$ cat src/hdl/cir_pkg.sv
// Constants, register map and types for the codec interrupt routing block
package cir_pkg;

    // Register offsets on the control port
    localparam logic [7:0] ADDR_DAC_FLAGS       = 8'h2c;
    localparam logic [7:0] ADDR_ADC_FLAGS       = 8'h2d;
    localparam logic [7:0] ADDR_ADC_EVENT_FLAGS = 8'h2f;
    localparam logic [7:0] ADDR_IRQ_A_SEL       = 8'h30;
    localparam logic [7:0] ADDR_IRQ_B_SEL       = 8'h31;
    localparam logic [7:0] ADDR_RSVD_AFTER_IRQ  = 8'h32;

    // Reset values
    localparam logic [7:0] IRQ_SEL_RESET        = 8'h00;
    localparam logic [7:0] RSVD_RESET           = 8'h00;
    localparam logic [7:0] RDATA_RESET          = 8'h00;
    localparam logic [7:0] UNMAPPED_RDATA       = 8'h00;

    // Source select fields, same layout in both select registers
    localparam int SEL_HS_INSERT = 7;
    localparam int SEL_BUTTON    = 6;
    localparam int SEL_DRC       = 5;
    localparam int SEL_AGC       = 4;
    localparam int SEL_SHORT     = 3;
    localparam int SEL_ENGINE    = 2;
    localparam int SEL_DC        = 1;
    localparam int SEL_REPEAT    = 0;

    // ADC event flag fields
    localparam int FLG_AGC_LOW   = 6;
    localparam int FLG_ENG_STD   = 4;
    localparam int FLG_ENG_AUX   = 3;
    localparam int FLG_DC_AVAIL  = 2;

    // Raw event input order
    localparam int EV_AGC_LOW   = 0;
    localparam int EV_ENG_STD   = 1;
    localparam int EV_ENG_AUX   = 2;
    localparam int EV_DC_AVAIL  = 3;
    localparam int EV_HS_INSERT = 4;
    localparam int EV_BUTTON    = 5;
    localparam int EV_DRC       = 6;
    localparam int EV_SHORT     = 7;
    localparam int NUM_EVENTS   = 8;
    localparam int NUM_IRQ      = 2;

    // Timing
    localparam int CLK_PERIOD_NS   = 50;
    localparam int TICK_TIME_NS    = 100_000;
    localparam int PULSE_WIDTH_NS  = 2_000_000;
    localparam int PULSE_PERIOD_NS = 4_000_000;
    localparam int TICK_CYCLES_DEF = TICK_TIME_NS / CLK_PERIOD_NS;
    localparam int PULSE_TICKS     = PULSE_WIDTH_NS / TICK_TIME_NS;
    localparam int PERIOD_TICKS    = PULSE_PERIOD_NS / TICK_TIME_NS;
    localparam int DIV_W           = 12;
    localparam int CNT_W           = 6;

    typedef enum logic [1:0] {
        PG_IDLE,
        PG_HIGH,
        PG_LOW
    } cir_pg_state_t;

endpackage : cir_pkg

$ cat src/hdl/cir_pulse_if.sv
// Interface between the routing top and one pulse generator
`timescale 1ns/1ns
`default_nettype none
interface cir_pulse_if;
    logic trigger;
    logic repeat_mode;
    logic tick;
    logic rd_dac_flags;
    logic rd_adc_flags;
    logic pulse;

    modport gen (
        input  trigger,
        input  repeat_mode,
        input  tick,
        input  rd_dac_flags,
        input  rd_adc_flags,
        output pulse
    );

    modport ctl (
        output trigger,
        output repeat_mode,
        output tick,
        output rd_dac_flags,
        output rd_adc_flags,
        input  pulse
    );
endinterface : cir_pulse_if
`default_nettype wire

$ cat src/hdl/cir_codec_interrupt_routing.sv
// Codec interrupt flags, source routing and interrupt output pins
// How it works
// - Flag bit 6 is high while ADC power is below the AGC noise threshold.
// - Flag bit 4 mirrors the engine's standard interrupt port, read-only.
// - Flag bit 3 mirrors the engine's auxiliary interrupt port, read-only.
// - Flag bit 2 shows DC measurement availability, read-only, zero at reset.
// - Select A bit 7 routes headset insertion onto output A.
// - Select A bit 6 routes button press onto output A.
// - Select A bit 5 routes the DRC signal-power event onto output A.
// - Select A bit 4 routes the AGC noise event onto output A.
// - Select A bit 3 routes the short-circuit event onto output A.
// - Select A bit 2 routes engine interrupts onto output A.
// - Select A bit 1 routes DC data available onto output A.
// - Select A bit 0 low gives one 2 ms high pulse per interrupt.
// - Bit 0 high repeats 2 ms pulses every 4 ms until both flags read.
// - Select B routes the same sources, same layout, onto output B.
// - Select B bit 0 picks single or repeating pulses on output B.
`timescale 1ns/1ns
`default_nettype none
module cir_codec_interrupt_routing
    import cir_pkg::*;
#(
    parameter int TICK_CYCLES = TICK_CYCLES_DEF
) (
    // Clock and reset
    input  wire logic         CLK_SYS,
    input  wire logic         SYS_RST,
    // Register access port
    input  wire logic [7:0]   REG_ADDR,
    input  wire logic         REG_WR,
    input  wire logic         REG_RD,
    input  wire logic [7:0]   REG_WDATA,
    output var  logic [7:0]   REG_RDATA,
    // Event sources, asynchronous levels
    input  wire logic         AGC_NOISE_LOW,
    input  wire logic         ENG_STD_IRQ,
    input  wire logic         ENG_AUX_IRQ,
    input  wire logic         DC_MEAS_AVAIL,
    input  wire logic         HS_INSERT_EVT,
    input  wire logic         BUTTON_EVT,
    input  wire logic         DRC_POWER_EVT,
    input  wire logic         SHORT_EVT,
    // Interrupt pins
    output var  logic         IRQ_OUT_A,
    output var  logic         IRQ_OUT_B
);

    localparam logic [DIV_W-1:0] DIV_LAST = DIV_W'(TICK_CYCLES - 1);

    // Synchronisers
    logic [NUM_EVENTS-1:0]  ev_raw;
    logic [NUM_EVENTS-1:0]  ev_meta_reg;
    logic [NUM_EVENTS-1:0]  ev_sync_reg;

    // Registers
    logic [7:0]             irq_a_sel_reg;
    logic [7:0]             irq_b_sel_reg;
    logic [7:0]             rsvd_reg;
    logic [7:0]             rdata_reg;
    logic [7:0]             rdata_next;

    // Routing
    logic [7:0]             src_vec;
    logic [7:0]             adc_event_flags;
    logic [7:0]             sel [NUM_IRQ];
    logic [NUM_IRQ-1:0]     irq_level;
    logic [NUM_IRQ-1:0]     irq_level_d_reg;
    logic [NUM_IRQ-1:0]     irq_trigger;
    logic [NUM_IRQ-1:0]     pulse_out;
    logic [NUM_IRQ-1:0]     irq_out_reg;

    // Tick divider
    logic [DIV_W-1:0]       div_reg;
    logic                   tick_reg;

    assign ev_raw[EV_AGC_LOW]   = AGC_NOISE_LOW;
    assign ev_raw[EV_ENG_STD]   = ENG_STD_IRQ;
    assign ev_raw[EV_ENG_AUX]   = ENG_AUX_IRQ;
    assign ev_raw[EV_DC_AVAIL]  = DC_MEAS_AVAIL;
    assign ev_raw[EV_HS_INSERT] = HS_INSERT_EVT;
    assign ev_raw[EV_BUTTON]    = BUTTON_EVT;
    assign ev_raw[EV_DRC]       = DRC_POWER_EVT;
    assign ev_raw[EV_SHORT]     = SHORT_EVT;

    // Two flops per event; only the second is read downstream
    genvar gi;
    generate
        for (gi = 0; gi < NUM_EVENTS; gi++) begin : g_sync
            always_ff @(posedge CLK_SYS) begin
                if (SYS_RST) begin
                    ev_meta_reg[gi] <= 1'b0;
                    ev_sync_reg[gi] <= 1'b0;
                end else begin
                    ev_meta_reg[gi] <= ev_raw[gi];
                    ev_sync_reg[gi] <= ev_meta_reg[gi];
                end
            end
        end
    endgenerate

    // Address decode
    wire logic hit_event_flags = (REG_ADDR == ADDR_ADC_EVENT_FLAGS);
    wire logic hit_irq_a       = (REG_ADDR == ADDR_IRQ_A_SEL);
    wire logic hit_irq_b       = (REG_ADDR == ADDR_IRQ_B_SEL);
    wire logic hit_rsvd        = (REG_ADDR == ADDR_RSVD_AFTER_IRQ);
    wire logic hit_dac_flags   = (REG_ADDR == ADDR_DAC_FLAGS);
    wire logic hit_adc_flags   = (REG_ADDR == ADDR_ADC_FLAGS);

    wire logic wr_irq_a        = REG_WR && hit_irq_a;
    wire logic wr_irq_b        = REG_WR && hit_irq_b;
    wire logic wr_rsvd         = REG_WR && hit_rsvd;
    // Those flag registers live elsewhere; only their reads matter here
    wire logic rd_dac_flags    = REG_RD && hit_dac_flags;
    wire logic rd_adc_flags    = REG_RD && hit_adc_flags;

    // ADC event flag register, read-only view of live state
    always_comb begin
        adc_event_flags               = 8'h00;
        adc_event_flags[FLG_AGC_LOW]  = ev_sync_reg[EV_AGC_LOW];
        adc_event_flags[FLG_ENG_STD]  = ev_sync_reg[EV_ENG_STD];
        adc_event_flags[FLG_ENG_AUX]  = ev_sync_reg[EV_ENG_AUX];
        adc_event_flags[FLG_DC_AVAIL] = ev_sync_reg[EV_DC_AVAIL];
    end

    // Read data select; an unmapped read answers zero
    always_comb begin
        rdata_next = rdata_reg;
        if (REG_RD) begin
            if (hit_event_flags) begin
                rdata_next = adc_event_flags;
            end else if (hit_irq_a) begin
                rdata_next = irq_a_sel_reg;
            end else if (hit_irq_b) begin
                rdata_next = irq_b_sel_reg;
            end else if (hit_rsvd) begin
                rdata_next = rsvd_reg;
            end else begin
                rdata_next = UNMAPPED_RDATA;
            end
        end
    end

    always_ff @(posedge CLK_SYS) begin
        if (SYS_RST) begin
            rdata_reg <= RDATA_RESET;
        end else begin
            rdata_reg <= rdata_next;
        end
    end

    always_ff @(posedge CLK_SYS) begin
        if (SYS_RST) begin
            irq_a_sel_reg <= IRQ_SEL_RESET;
        end else if (wr_irq_a) begin
            irq_a_sel_reg <= REG_WDATA;
        end
    end

    always_ff @(posedge CLK_SYS) begin
        if (SYS_RST) begin
            irq_b_sel_reg <= IRQ_SEL_RESET;
        end else if (wr_irq_b) begin
            irq_b_sel_reg <= REG_WDATA;
        end
    end

    // Plain storage; nothing is steered by it
    always_ff @(posedge CLK_SYS) begin
        if (SYS_RST) begin
            rsvd_reg <= RSVD_RESET;
        end else if (wr_rsvd) begin
            rsvd_reg <= REG_WDATA;
        end
    end

    // Source vector in select-register bit order
    always_comb begin
        src_vec                = 8'h00;
        src_vec[SEL_HS_INSERT] = ev_sync_reg[EV_HS_INSERT];
        src_vec[SEL_BUTTON]    = ev_sync_reg[EV_BUTTON];
        src_vec[SEL_DRC]       = ev_sync_reg[EV_DRC];
        src_vec[SEL_AGC]       = ev_sync_reg[EV_AGC_LOW];
        src_vec[SEL_SHORT]     = ev_sync_reg[EV_SHORT];
        src_vec[SEL_ENGINE]    = ev_sync_reg[EV_ENG_STD]
                               | ev_sync_reg[EV_ENG_AUX];
        src_vec[SEL_DC]        = ev_sync_reg[EV_DC_AVAIL];
    end

    assign sel[0] = irq_a_sel_reg;
    assign sel[1] = irq_b_sel_reg;

    // Fixed reference tick shared by both outputs; a pulse may start
    // mid-tick, so its width is short by under one tick
    always_ff @(posedge CLK_SYS) begin
        if (SYS_RST || (div_reg == DIV_LAST)) begin
            div_reg <= '0;
        end else begin
            div_reg <= div_reg + DIV_W'(1);
        end
    end

    always_ff @(posedge CLK_SYS) begin
        if (SYS_RST) begin
            tick_reg <= 1'b0;
        end else begin
            tick_reg <= (div_reg == DIV_LAST);
        end
    end

    // One routing slice and pulse generator per interrupt output
    cir_pulse_if pif [NUM_IRQ] ();

    generate
        for (gi = 0; gi < NUM_IRQ; gi++) begin : g_irq
            // Bit 0 is the mode bit, so the source mask skips it
            assign irq_level[gi] =
                |(src_vec[7:1] & sel[gi][7:1]);
            assign irq_trigger[gi] =
                irq_level[gi] && !irq_level_d_reg[gi];

            always_ff @(posedge CLK_SYS) begin
                if (SYS_RST) begin
                    irq_level_d_reg[gi] <= 1'b0;
                end else begin
                    irq_level_d_reg[gi] <= irq_level[gi];
                end
            end

            assign pif[gi].trigger      = irq_trigger[gi];
            assign pif[gi].repeat_mode  = sel[gi][SEL_REPEAT];
            assign pif[gi].tick         = tick_reg;
            assign pif[gi].rd_dac_flags = rd_dac_flags;
            assign pif[gi].rd_adc_flags = rd_adc_flags;
            assign pulse_out[gi]        = pif[gi].pulse;

            cir_pulse_gen #(
                .WIDTH_TICKS    (PULSE_TICKS),
                .PERIOD_TICKS_P (PERIOD_TICKS)
            ) u_pulse (
                .CLK_SYS (CLK_SYS),
                .SYS_RST (SYS_RST),
                .bus     (pif[gi])
            );

            always_ff @(posedge CLK_SYS) begin
                if (SYS_RST) begin
                    irq_out_reg[gi] <= 1'b0;
                end else begin
                    irq_out_reg[gi] <= pulse_out[gi];
                end
            end
        end
    endgenerate

    assign REG_RDATA = rdata_reg;
    assign IRQ_OUT_A = irq_out_reg[0];
    assign IRQ_OUT_B = irq_out_reg[1];

endmodule // cir_codec_interrupt_routing
`default_nettype wire

$ cat src/hdl/cir_pulse_gen.sv
// Single or repeating pulse generator for one interrupt output
`timescale 1ns/1ns
`default_nettype none
module cir_pulse_gen
    import cir_pkg::*;
#(
    parameter int WIDTH_TICKS  = PULSE_TICKS,
    parameter int PERIOD_TICKS_P = PERIOD_TICKS
) (
    // Clock and reset
    input  wire logic   CLK_SYS,
    input  wire logic   SYS_RST,
    // Control side
    cir_pulse_if.gen    bus
);

    localparam logic [CNT_W-1:0] WIDTH_LAST  = CNT_W'(WIDTH_TICKS - 1);
    localparam logic [CNT_W-1:0] PERIOD_LAST = CNT_W'(PERIOD_TICKS_P - 1);

    cir_pg_state_t      state_reg;
    cir_pg_state_t      state_next;
    logic [CNT_W-1:0]   cnt_reg;
    logic [CNT_W-1:0]   cnt_next;
    logic               pulse_reg;
    logic               pulse_next;
    logic               seen_dac_reg;
    logic               seen_adc_reg;

    wire logic start      = (state_reg == PG_IDLE) && bus.trigger;
    // Reads in this cycle count, so the stop is not a cycle late
    wire logic seen_dac   = seen_dac_reg | bus.rd_dac_flags;
    wire logic seen_adc   = seen_adc_reg | bus.rd_adc_flags;
    wire logic stop       = bus.repeat_mode && seen_dac && seen_adc;
    wire logic width_end  = bus.tick && (cnt_reg == WIDTH_LAST);
    wire logic period_end = bus.tick && (cnt_reg == PERIOD_LAST);

    always_comb begin
        state_next = state_reg;
        cnt_next   = cnt_reg;
        pulse_next = pulse_reg;
        unique case (state_reg)
            PG_IDLE: begin
                if (bus.trigger) begin
                    state_next = PG_HIGH;
                    cnt_next   = '0;
                    pulse_next = 1'b1;
                end
            end
            PG_HIGH: begin
                if (stop) begin
                    state_next = PG_IDLE;
                    pulse_next = 1'b0;
                end else if (width_end) begin
                    pulse_next = 1'b0;
                    if (bus.repeat_mode) begin
                        state_next = PG_LOW;
                        cnt_next   = cnt_reg + CNT_W'(1);
                    end else begin
                        state_next = PG_IDLE;
                    end
                end else if (bus.tick) begin
                    cnt_next = cnt_reg + CNT_W'(1);
                end
            end
            PG_LOW: begin
                if (stop || !bus.repeat_mode) begin
                    state_next = PG_IDLE;
                end else if (period_end) begin
                    state_next = PG_HIGH;
                    cnt_next   = '0;
                    pulse_next = 1'b1;
                end else if (bus.tick) begin
                    cnt_next = cnt_reg + CNT_W'(1);
                end
            end
        endcase
    end

    always_ff @(posedge CLK_SYS) begin
        if (SYS_RST) begin
            state_reg <= PG_IDLE;
            cnt_reg   <= '0;
            pulse_reg <= 1'b0;
        end else begin
            state_reg <= state_next;
            cnt_reg   <= cnt_next;
            pulse_reg <= pulse_next;
        end
    end

    // Reads seen before a sequence starts do not count; a read in the
    // start cycle itself wins over the clear
    always_ff @(posedge CLK_SYS) begin
        if (SYS_RST) begin
            seen_dac_reg <= 1'b0;
            seen_adc_reg <= 1'b0;
        end else if (start) begin
            seen_dac_reg <= bus.rd_dac_flags;
            seen_adc_reg <= bus.rd_adc_flags;
        end else if (stop) begin
            seen_dac_reg <= 1'b0;
            seen_adc_reg <= 1'b0;
        end else begin
            seen_dac_reg <= seen_dac;
            seen_adc_reg <= seen_adc;
        end
    end

    assign bus.pulse = pulse_reg;

endmodule // cir_pulse_gen
`default_nettype wire

$ cat config.mk
export PLATFORM = sky130hd
export DESIGN_NAME = cir_codec_interrupt_routing
export DESIGN_NICKNAME = d
export VERILOG_FILES = /design/src/hdl/cir_pkg.sv /design/src/hdl/cir_pulse_if.sv /design/src/hdl/cir_codec_interrupt_routing.sv /design/src/hdl/cir_pulse_gen.sv
export SDC_FILE = /design/constraint.sdc
export NUM_CORES = 1
export LEC_CHECK = 0
export BUFFER_PORTS_ARGS = -buffer_cell sky130_fd_sc_hd__buf_2
export CORE_MARGIN = 2
export CORE_UTILIZATION = 33
export CTS_CLUSTER_SIZE = 30
export DETAILED_ROUTE_END_ITERATION = 8
export PLACE_DENSITY = 0.55
export SYNTH_ARGS = -nofsm -noshare
export SYNTH_HDL_FRONTEND = slang
export SYNTH_SLANG_ARGS = --single-unit
$ cat constraint.sdc
create_clock -name CLK_SYS -period 3.19 [get_ports CLK_SYS]
set_input_delay 0.1595 -clock CLK_SYS [delete_from_list [all_inputs] [get_ports CLK_SYS]]
set_output_delay 0.1595 -clock CLK_SYS [all_outputs]
set_load 0.01 [all_outputs]
; ---- Yosys cells after proc, flatten, opt, wreduce, memory -nomap -nowiden
; Index checks and enable logic that the tools add are counted.
; W data, S select, Z words.
[classes]
n_bitwise = 7
n_addsub = 3
mux = 54
n_eq_ne = 29
n_reduce_logical = 34
[op_table]
columns = op, n
row1 = $mux W6, 14
row2 = $eq A8 B6 Y1 const B, 6
row3 = $pmux W6 S3, 2
row4 = $mux W8, 4
row5 = $mux W2, 12
row6 = $mux W1, 18
row7 = $logic_and A1 B1 Y1, 17
row8 = $reduce_and A4 Y1, 4
row9 = $and A7 B7 Y7, 2
row10 = $reduce_or A7 Y1, 2
row11 = $add A12 B1 Y12 const B, 1
row12 = $add A6 B1 Y6 const B, 2
row13 = $eq A12 B11 Y1 const B, 1
row14 = $eq A6 B5 Y1 const B, 2
row15 = $eq A6 B6 Y1 const B, 2
row16 = $ne A3 B1 Y1 const B, 4
row17 = $pmux W2 S3, 2
row18 = $ne A2 B1 Y1 const B, 4
row19 = $ne A2 B2 Y1 const B, 4
row20 = $ne A3 B3 Y1 const B, 2
row21 = $pmux W1 S3, 2
row22 = $reduce_and A3 Y1, 2
row23 = $or A1 B1 Y1, 5
row24 = $eq A2 B1 Y1 const B, 2
row25 = other kinds (4), 11
[word_totals]
output_inout_bits = 10
wordCells = 163
regBits = 87
input_bits = 28

; ---- Depth between registers and ports, before layout
; Gate-level depths: netlist of the first run.
[logic_depth]
word_depth = 8
mapped_depth = 7
mapped_depth_nobuf = 7

; ---- Hierarchy
; Synthesis of the first run repeated with hierarchy kept, for this count alone.
[hier_totals]
cells_unflattened = 443
area_unflattened_um2 = 4017.6
[modules_own_cells]
columns = mod, instances, area_each_um2, cells_per_inst, seq_area_each_um2
row1 = cir_codec_interrupt_routing, 1, 2526.2, 257, 1301.2
row2 = cir_pulse_gen, 2, 745.7, 93, 220.2

; ---- Worst setup path before layout of the first run
; OpenSTA, ideal clock, no wires.
[synth_timing]
path_kind = reg2reg
from = reg g_irq[1].u_pulse.cnt_reg[0]
to = reg g_irq[1].u_pulse.cnt_reg[0]
required_ns = 3.129
setup_slack_ns = 1.380
setup_ns = 0.061
stages_incl_launch_ff = 7
synth_period_minus_slack_ns = 1.810
arrival_time_ns = 1.749
path_buffers = 0
cell_sequence = dfxtp_1 ha_1 and3b_1 a41oi_1 o21ai_0 a311oi_2 a32o_1
[synth_via]
elab_chain_len = 5
word_cells_on_any_way = 14
cone_classes = add/sub (1) / eq/ne (3) / mux (7) / reduce/logical (3)
[synth_rtl]
columns = item, line
row1 = "start, declared", cir_pulse_gen.sv:22  ; logic [CNT_W-1:0] cnt_reg;
row2 = "start signal, assigned", cir_pulse_gen.sv:86  ; cnt_reg <= cnt_next;
row3 = "$add A6 B1 Y6, or another cell as far along", "cir_pulse_gen.sv:57, cir_pulse_gen.sv:62, cir_pulse_gen.sv:73"
row4 = "$mux W6, or another cell as far along", "cir_pulse_gen.sv:61, cir_pulse_gen.sv:72"
row5 = $mux W6 (on tied branches), "cir_pulse_gen.sv:68, cir_pulse_gen.sv:53"
row6 = $mux W6 (on tied branches), "cir_pulse_gen.sv:66, cir_pulse_gen.sv:50"
row7 = $pmux W6 S3, cir_pulse_gen.sv:41  ; unique case (state_reg)
; Several ways; a longest one is shown, not always the timed one. The select of a mux whose other input is x is not followed.
; A chain may end at the register's enable or synchronous reset.

; ---- Worst setup path in the final report of the first run
[layout_timing]
from = reg g_irq[1].u_pulse.cnt_reg[0]
to = reg g_irq[1].u_pulse.cnt_reg[1]
; Same word-level chain as after synthesis.

==> results by group, run 1 <==
Run status
  • Status: complete, no violations

Timing
  • Fmax: 464 MHz
  • Final worst slack: 1.03 ns
  • Slew Viols, Final: 0
  • Clock skew: 0.00783 ns
  • Final Hold Viols: 0
  • Setup TNS: 0 ns
  • Worst-Margin Slew: 0.719 ns
  • Worst rel slew slack: 51.8%
  • RSZ-0062 raised after global routing: false
  • Fin crit share: 67.6%
  • Final min period: 2.16 ns
  • Setup violators final: 0

Layout
  • Most common cell after layout, fill and taps aside: dfxtp_1
  • Area growth, synth to finish: 15.7%
  • NumNets Final: 500
  • Share of layout cells above drive strength 1: 16.0%
  • Layout fillers: 1220
  • Most frequent cells in the layout: dfxtp_1 (87), nor2_1 (47), buf_2 (37)
  • # diodes: 0

Clock tree
  • CTS HTree Levels: 3
  • Clock transition at the registers of the reported paths: 0.06 ns
  • Gates resized, CTS repair: 0
  • Postcts setup bufs: 0
  • Total CTS buffers: 9
  • Clock Tree Buf Depth: 2
  • Hold-fix buffers at CTS: 0
  • CTS tree: done
  • Root Driver: clkbuf_16
  • Clock Latency Late Sink: 0.34 ns
  • Num Clock Sinks: 87

Synth
  • Ys flop type: dfxtp_1
  • Syn Area/Cell: 9.40 um^2
  • Synthesized area: 0.00408 mm^2
  • Synth Net Count: 471
  • Synth Area in Compound Gates: 19.0%
  • Largest family of logic cells by synthesized area: simple AND/OR/NAND/NOR gates
  • Post-synthesis instance total: 434
  • Adder-Cell Fraction of Synth Area: 2.76%
  • Async S/R FF share, synth: 0%
  • Fraction of synthesized area in multiplexers: 8.65%
  • Post-Synth Simple-Gate Area: 21.7%
  • Post-Synth XOR/XNOR Area: 1.72%
  • Synth warn: 0
  • EDFF count, synth: 0
  • Post-synthesis sequential area ratio: 42.7%
  • Flops & latches, synth: 87
  • Count of different cell masters after synthesis: 64

Detailed routing
  • Remaining DRCs: 0
  • Wire per inst: 14.0 um
  • Routed Wire Length: 8.89 mm
  • Final antenna-violating net count: 0
  • Iter 0 DRT Violations: 151
  • Post-DR vias/cell: 5.12
  • Routed via count: 3258
  • Drt first pass iters: 6

Floorplanning
  • Die area: 0.0133 mm^2
  • Ports: 38
  • Die height: 115 um
  • FP Rows: 40
  • DIE WIDTH: 115 um
  • Starting Density: 33.8%
  • Core Box Area: 0.0121 mm^2

Worst setup path
  • Crit path capture type: flip-flop
  • Critical path class: flip-flop to flip-flop
  • CP required: 3.47 ns
  • Worst-path fanout max: 6
  • Critical path startpoint category: flip-flop
  • Crit path buffers/inverters: 0
  • Worst path max stage delay: 0.56 ns
  • Worst R2R Start: g_irq[1].u_pulse.cnt_reg[0]
  • Crit. Startpoint: g_irq[1].u_pulse.cnt_reg[0]
  • Reg-to-reg setup timing slack: 1.03 ns
  • CP endpoint: g_irq[1].u_pulse.cnt_reg[1]
  • Stages on the worst setup path: 6
  • CP top delay family: compound AO/OA/AOI/OAI gates
  • Cell count of the worst reg-to-reg path: 6
  • Slowest cell on crit path: a311oi_2
  • CP Cell Sequence: ha_1 -> and3b_1 -> a41oi_1 -> o21ai_0 -> a311oi_2 -> a32o_1
  • FF-to-FF End: g_irq[1].u_pulse.cnt_reg[1]
  • Worst Path Arrival: 2.43 ns

Power
  • Pwr dens: 498 mW/mm^2
  • VDD IR max: 325 uV
  • Lkg Pwr: 1.88 nW

Worst hold path
  • Hold Crit Class: input pin to flip-flop

GRT
  • Total grt overflow: 0
  • Gr usage total: 13.9%
  • Antenna violations before repair: 0
  • First-pass GRT wire length: 14.6 mm
  • Vias in the first global route: 3045
  • Largest net degree at the start of global routing: 53

Place
  • Routability Congestion: 0.774
  • Pre-CTS setup slack: 0.997 ns
  • Input/output buffers: 37
  • Post-DP HPWL: 6.35 mm

Flow run
  • Max-cap violations: 0
per-stage QoR:
stage | instance area (um^2) | hold slack (ns) | util (%) | total power [mW] | cells
final | 4720 | 0.0331 | 39.1 | 2.35 | 636
after global routing | 4720 | 0.0340 | 39.1 | 2.45 | 636
after CTS | 4720 | 0.0245 | 39.1 | 2.38 | 636
after detailed placement | 4410 | 0.376 | 36.6 | 1.30 | 620
after global placement | 4410 | 0.367 | 36.6 | 1.30 | 620
after floorplan | 4080 | 0.288 | - | 1.25 | 434
kinds of logic after synthesis:
group	count (synthesis)
buffers and inverters	35
and+or+nand+nor	161
xor gates and xnor gates	8
DFF	87
adders and majority gates	9
AOI/OAI and AO/OA	99
muxes	35
worst register-to-register path, delay by kind of cell, from the launching register on:
kind | cells | cell delay [ns]
flip-flops | 1 | 0.33
AND/OR/NAND/NOR | 1 | 0.23
adder cells (fa/ha/maj) | 1 | 0.21
AO/OA/AOI/OAI | 4 | 1.33
power by group:
part | internal [mW] | switching, mW
Sequential | 1.11 | 0.0118
Combinational | 0.0616 | 0.0925
Clock | 0.668 | 0.409
layer usage:
| layer | track usage (%) | routed length (um) |
|---|---|---|
| met1 | 18.8 | 4570 |
| met3 | 4.11 | 348 |
| met5 | 0 | 0 |
| met2 | 21.3 | 3860 |
| met4 | 4.34 | 112 |
synth_stat cells, types with 3 or more instances:
master	number	area (um^2)
and2_1	5	31.3
o31ai_1	3	22.5
buf_1	3	11.3
buf_2	3	15.0
nand4_1	5	31.3
mux2i_1	33	330
nor2_1	47	176
inv_1	13	48.8
o41ai_2	3	48.8
a32o_1	12	120
xor2_1	4	35.0
ha_1	9	113
a21bo_2	3	30.0
nor3_1	5	25.0
or2_2	3	18.8
clkbuf_1	15	56.3
nor3b_1	7	52.6
a21oi_1	12	60.1
nand3_1	10	50.1
xnor2_1	4	35.0
nand2b_1	5	31.3
dfxtp_1	87	1740
a211oi_1	4	30.0
nand2_1	18	67.6
nor2b_1	26	163
o21ai_0	25	125
and4_1	3	26.3
and3_1	8	50.1
a22oi_1	8	60.1
or3_1	3	18.8
a41oi_1	4	35.0
worst min path at each step:
| stage | endpoint | from | slack (ns) | depth (start not counted) |
|---|---|---|---|---|
| 6_report | ev_meta_reg[4] | HS_INSERT_EVT | 0.03 | 2 |
| 5_1_grt | ev_meta_reg[7] | SHORT_EVT | 0.03 | 2 |
| 4_1_cts | ev_meta_reg[4] | HS_INSERT_EVT | 0.02 | 2 |
| 3_5_place_dp | ev_meta_reg[4] | HS_INSERT_EVT | 0.38 | 2 |
| 3_3_place_gp | ev_meta_reg[4] | HS_INSERT_EVT | 0.37 | 2 |
| 2_1_floorplan | ev_meta_reg[0] | AGC_NOISE_LOW | 0.29 | 1 |
cell type report:
type,instances,area [um^2],area share (%)
Inverter,13,48.8,1.03
Sequential cell,87,1740,36.9
Clock buffer,13,270,5.72
Tap cell,168,210,4.45
Multi-Input combinational cell,312,2200,46.7
Clock inverter,3,40.0,0.848
Timing Repair Buffer,40,208,4.40
Note: power is estimated with default switching activity, not from simulation.
==> run 2, diff against run 1 <==
--- a/config.mk
+++ b/config.mk
@@ -5,12 +5,13 @@
 export SDC_FILE = /design/constraint.sdc
 export NUM_CORES = 1
 export LEC_CHECK = 0
+export ABC_AREA = 1
 export BUFFER_PORTS_ARGS = -buffer_cell sky130_fd_sc_hd__buf_2
 export CORE_MARGIN = 2
 export CORE_UTILIZATION = 33
 export CTS_CLUSTER_SIZE = 30
 export DETAILED_ROUTE_END_ITERATION = 8
-export PLACE_DENSITY = 0.55
+export PLACE_DENSITY = 0.57
 export SYNTH_ARGS = -nofsm -noshare
 export SYNTH_HDL_FRONTEND = slang
 export SYNTH_SLANG_ARGS = --single-unit
==> constraint.sdc (replaced) <==
create_clock -name CLK_SYS -period 1.8 [get_ports CLK_SYS]
set_input_delay 0.09 -clock CLK_SYS [delete_from_list [all_inputs] [get_ports CLK_SYS]]
set_output_delay 0.09 -clock CLK_SYS [all_outputs]
set_load 0.01 [all_outputs]
==> run 2 against run 1 <==
Against the previous run:
- largest power group unchanged
- global-route usage grew 0.80 points
- flip-flop and latch count is the same
- sequential share of layout area shrank 2.7 points
- synthesized cell count grew 41%
- synthesized area grew 5.2%
- total power grew 110%
==> results by group, run 2 <==
Timing
  • RSZ-0062 raised after global routing: false
  • Slew Viols, Final: 0 (unchanged)
  • Final Hold Viols: 0 (unchanged)
  • Setup TNS: 0 ns (unchanged)
  • Setup violators final: 0 (unchanged)
  • Fmax: 623 MHz (+34%)
  • Clock skew: 0.0114 ns (+0.00358 ns)
  • Fin crit share: 89.2% (+22 points)
  • Worst-Margin Slew: 0.559 ns (-0.161 ns)
  • Worst rel slew slack: 62.7% (+11 points)
  • Final min period: 1.60 ns (-0.552 ns)

Synth
  • Post-synthesis instance total: 611 (+41%)
  • EDFF count, synth: 0 (unchanged)
  • Most numerous cell in the Yosys netlist: nand2_1
  • Async S/R FF share, synth: 0% (unchanged)
  • Flops & latches, synth: 87 (unchanged)
  • Synth Net Count: 648 (+38%)
  • Post-synthesis sequential area ratio: 40.6% (-2.1 points)
  • Largest cells by area after synthesis: dfxtp_1 (41%), nand2_1 (12%), nor2_1 (7.6%), inv_1 (7.1%), a21oi_1 (5.1%)
  • Count of different cell masters after synthesis: 38 (-41%)
  • Synth warn: 0 (unchanged)
  • Top-area cell type share of the netlist area: 40.6% (-2.1 points)
  • Synth area leader: dfxtp_1
  • Synth cell count leaders: nand2_1 (135), dfxtp_1 (87), nor2_1 (87)
  • Synthesized area: 0.00429 mm^2 (+5.2%)
  • Ys flop type: dfxtp_1
  • Syn Area/Cell: 7.02 um^2 (-25%)

Power
  • VDD IR max: 811 uV (+150%)
  • Pwr dens: 972 mW/mm^2 (+95%)
  • Lkg Pwr: 2.12 nW (+12%)

Floorplanning
  • DIE WIDTH: 118 um (+2.5%)
  • Starting Density: 33.9% (about the same)
  • Ports: 38 (unchanged)
  • Core Box Area: 0.0127 mm^2 (+5.1%)
  • Die area: 0.0139 mm^2 (+5.0%)
  • FP Rows: 41 (+2.5%)
  • Die height: 118 um (+2.5%)

Detailed routing
  • Iter 0 DRT Violations: 192 (+27%)
  • Wire per inst: 11.5 um (-17%)
  • Routed via count: 3919 (+20%)
  • Drt first pass iters: 4 (-2)
  • Remaining DRCs: 0 (unchanged)
  • Routed Wire Length: 9.69 mm (+9.0%)
  • Final antenna-violating net count: 0 (unchanged)
  • Post-DR vias/cell: 4.67 (-8.8%)

Clock tree
  • Clock Latency Late Sink: 0.35 ns (about the same)
  • CTS tree: done
  • Clock Tree Buf Depth: 2 (unchanged)
  • CTS HTree Levels: 3 (unchanged)
  • Postcts setup bufs: 0 (unchanged)
  • Total CTS buffers: 9 (unchanged)
  • Root Driver: clkbuf_16
  • Clock transition at the registers of the reported paths: 0.07 ns (about the same)
  • Num Clock Sinks: 87 (unchanged)

Layout
  • Layout Utilization: 40.2% (+1.1 points)
  • Layout fillers: 1339 (+9.8%)
  • NumNets Final: 699 (+40%)
  • Area growth, synth to finish: 18.7%
  • Share of layout cells above drive strength 1: 15.3% (-0.73 points)
  • Most common cell after layout, fill and taps aside: nand2_1
  • # diodes: 0 (unchanged)
  • Most frequent cells in the layout: nand2_1 (135), dfxtp_1 (86), nor2_1 (86)
  • Fin cells: 839 (+32%)

GRT
  • GR Util met1: 18.4% (-0.40 points)
  • Antenna violations before repair: 0 (unchanged)
  • Met3 GRT Util: 4.99% (+0.88 points)
  • Vias in the first global route: 3747 (+23%)
  • Gr usage total: 14.7% (+0.80 points)
  • First-pass GRT wire length: 16.8 mm (+16%)
  • Largest net degree at the start of global routing: 51 (-3.8%)
  • Total grt overflow: 0 (unchanged)
  • Most Crowded Layer GR: met2
  • Met2 usage: 23.9% (+2.6 points)

Worst setup path
  • FF-to-FF End: g_irq[0].u_pulse.bus.pulse
  • Critical path startpoint category: flip-flop
  • Worst-path fanout max: 4 (-2)
  • Critical path class: flip-flop to flip-flop
  • Cell count of the worst reg-to-reg path: 10 (+4)
  • Crit path capture type: flip-flop
  • CP required: 2.03 ns (-1.44 ns)
  • Reg-to-reg setup timing slack: 0.20 ns (-0.84 ns)
  • Worst Path Arrival: 1.84 ns (-0.59 ns)
  • Crit. Startpoint: g_irq[0].u_pulse.cnt_reg[1]
  • Worst R2R Start: g_irq[0].u_pulse.cnt_reg[1]

Run status
  • Status: complete, no violations

Flow run
  • Max-cap violations: 0 (unchanged)

Place
  • Routability Congestion: 0.877 (+13%)
  • Input/output buffers: 37 (unchanged)
  • Placed cell count: 815 (+31%)
  • Post-DP HPWL: 7.18 mm (+13%)

Worst hold path
  • Worst hold path endpoint: irq_b_sel_reg[2]
  • Hold Crit Class: input pin to flip-flop
  • WHS Path Cells: 3 (+1)
  • HP Start: REG_WDATA[2]
[run 2: cell types whose count changed after synthesis, sizes merged, moves of 7 or more]
| cell | change |
|---|---|
| a21oi | +34 |
| a22oi | -9 |
| a32o | -12 |
| and3 | -7 |
| clkbuf | -7 |
| inv | +72 |
| mux2i | -32 |
| nand2 | +130 |
| nand3 | +38 |
| nor2 | +44 |
| nor2b | -26 |
| nor3 | +14 |
[run 2: timing repair]
action | CTS | global route
endpoints found under the setup margin | 0 | 11
hold endpoints to repair | 8 | 0
gates resized for setup | 0 | 5
hold buffers | 8 | 0
[run 2: layer usage]
layer / vias to the layer above / wire length, um
met5: - / 0
met4: 0 / 138
met3: 11 / 583
met2: 91 / 4440
met1: 1760 / 4530
li1: 2057 / -
[run 2: through the flow]
stage               hold WS (ns)  area (um^2)  total power [mW]  setup WS (ns)
global route              0.0249         5090              5.22         0.0104
finish                   0.00757         5090              4.95          0.195
detailed placement         0.298         4690              3.06          0.141
global placement           0.290         4690              3.03          0.185
CTS                      0.00163         5080              4.99          0.130
floorplan                  0.197         4290              2.83          0.379
[run 2: report_power, final]
part           leakage (nW)  switching, mW  internal [mW]
Combinational          1.27          0.602          0.318
Sequential            0.707         0.0867           2.04
Clock                 0.143          0.778           1.12
[run 2: cell type report]
| class | instances | area (um^2) | share of cell area (%) |
|---|---|---|---|
| multi-input cells | 423 | 2170 | 42.5 |
| repair buffers | 55 | 340 | 6.68 |
| clock inverters | 5 | 62.6 | 1.23 |
| inverters | 86 | 323 | 6.34 |
| clock buffers | 11 | 243 | 4.77 |
| well taps | 172 | 215 | 4.22 |
| flip-flops and latches | 87 | 1740 | 34.2 |
[run 2: worst max-delay path by stage]
stage	end	slack, ns	cells after the start
floorplan	g_irq[0].u_pulse.bus.pulse	0.38	10
global placement	g_irq[0].u_pulse.cnt_reg[5]	0.19	9
detailed placement	g_irq[0].u_pulse.cnt_reg[3]	0.14	9
CTS	g_irq[0].u_pulse.cnt_reg[3]	0.13	9
global route	g_irq[0].u_pulse.bus.pulse	0.01	11
finish	g_irq[0].u_pulse.bus.pulse	0.20	10
[run 2: logic make-up (layout without fill, tap and decap cells)]
group           after synthesis  in the layout  share of synthesized area [%]
flops                        87             87                           40.6
simple gates                321            321                           34.1
fa+ha+maj                     9              9                           2.62
compound gates               85             85                           11.8
mux                           1              1                          0.233
buf+inv                     101            157                           9.27
xor+xnor                      7              7                           1.43
[run 2: critical path, cell delays in order, from the launching register on]
cell,delay (ns)
dfxtp_1,0.37
ha_1,0.18
nand2_1,0.05
nor3_1,0.14
nand3_1,0.14
nand2_1,0.12
inv_1,0.06
a21oi_1,0.17
nand3_1,0.12
nor2_1,0.11
nor2_1,0.05
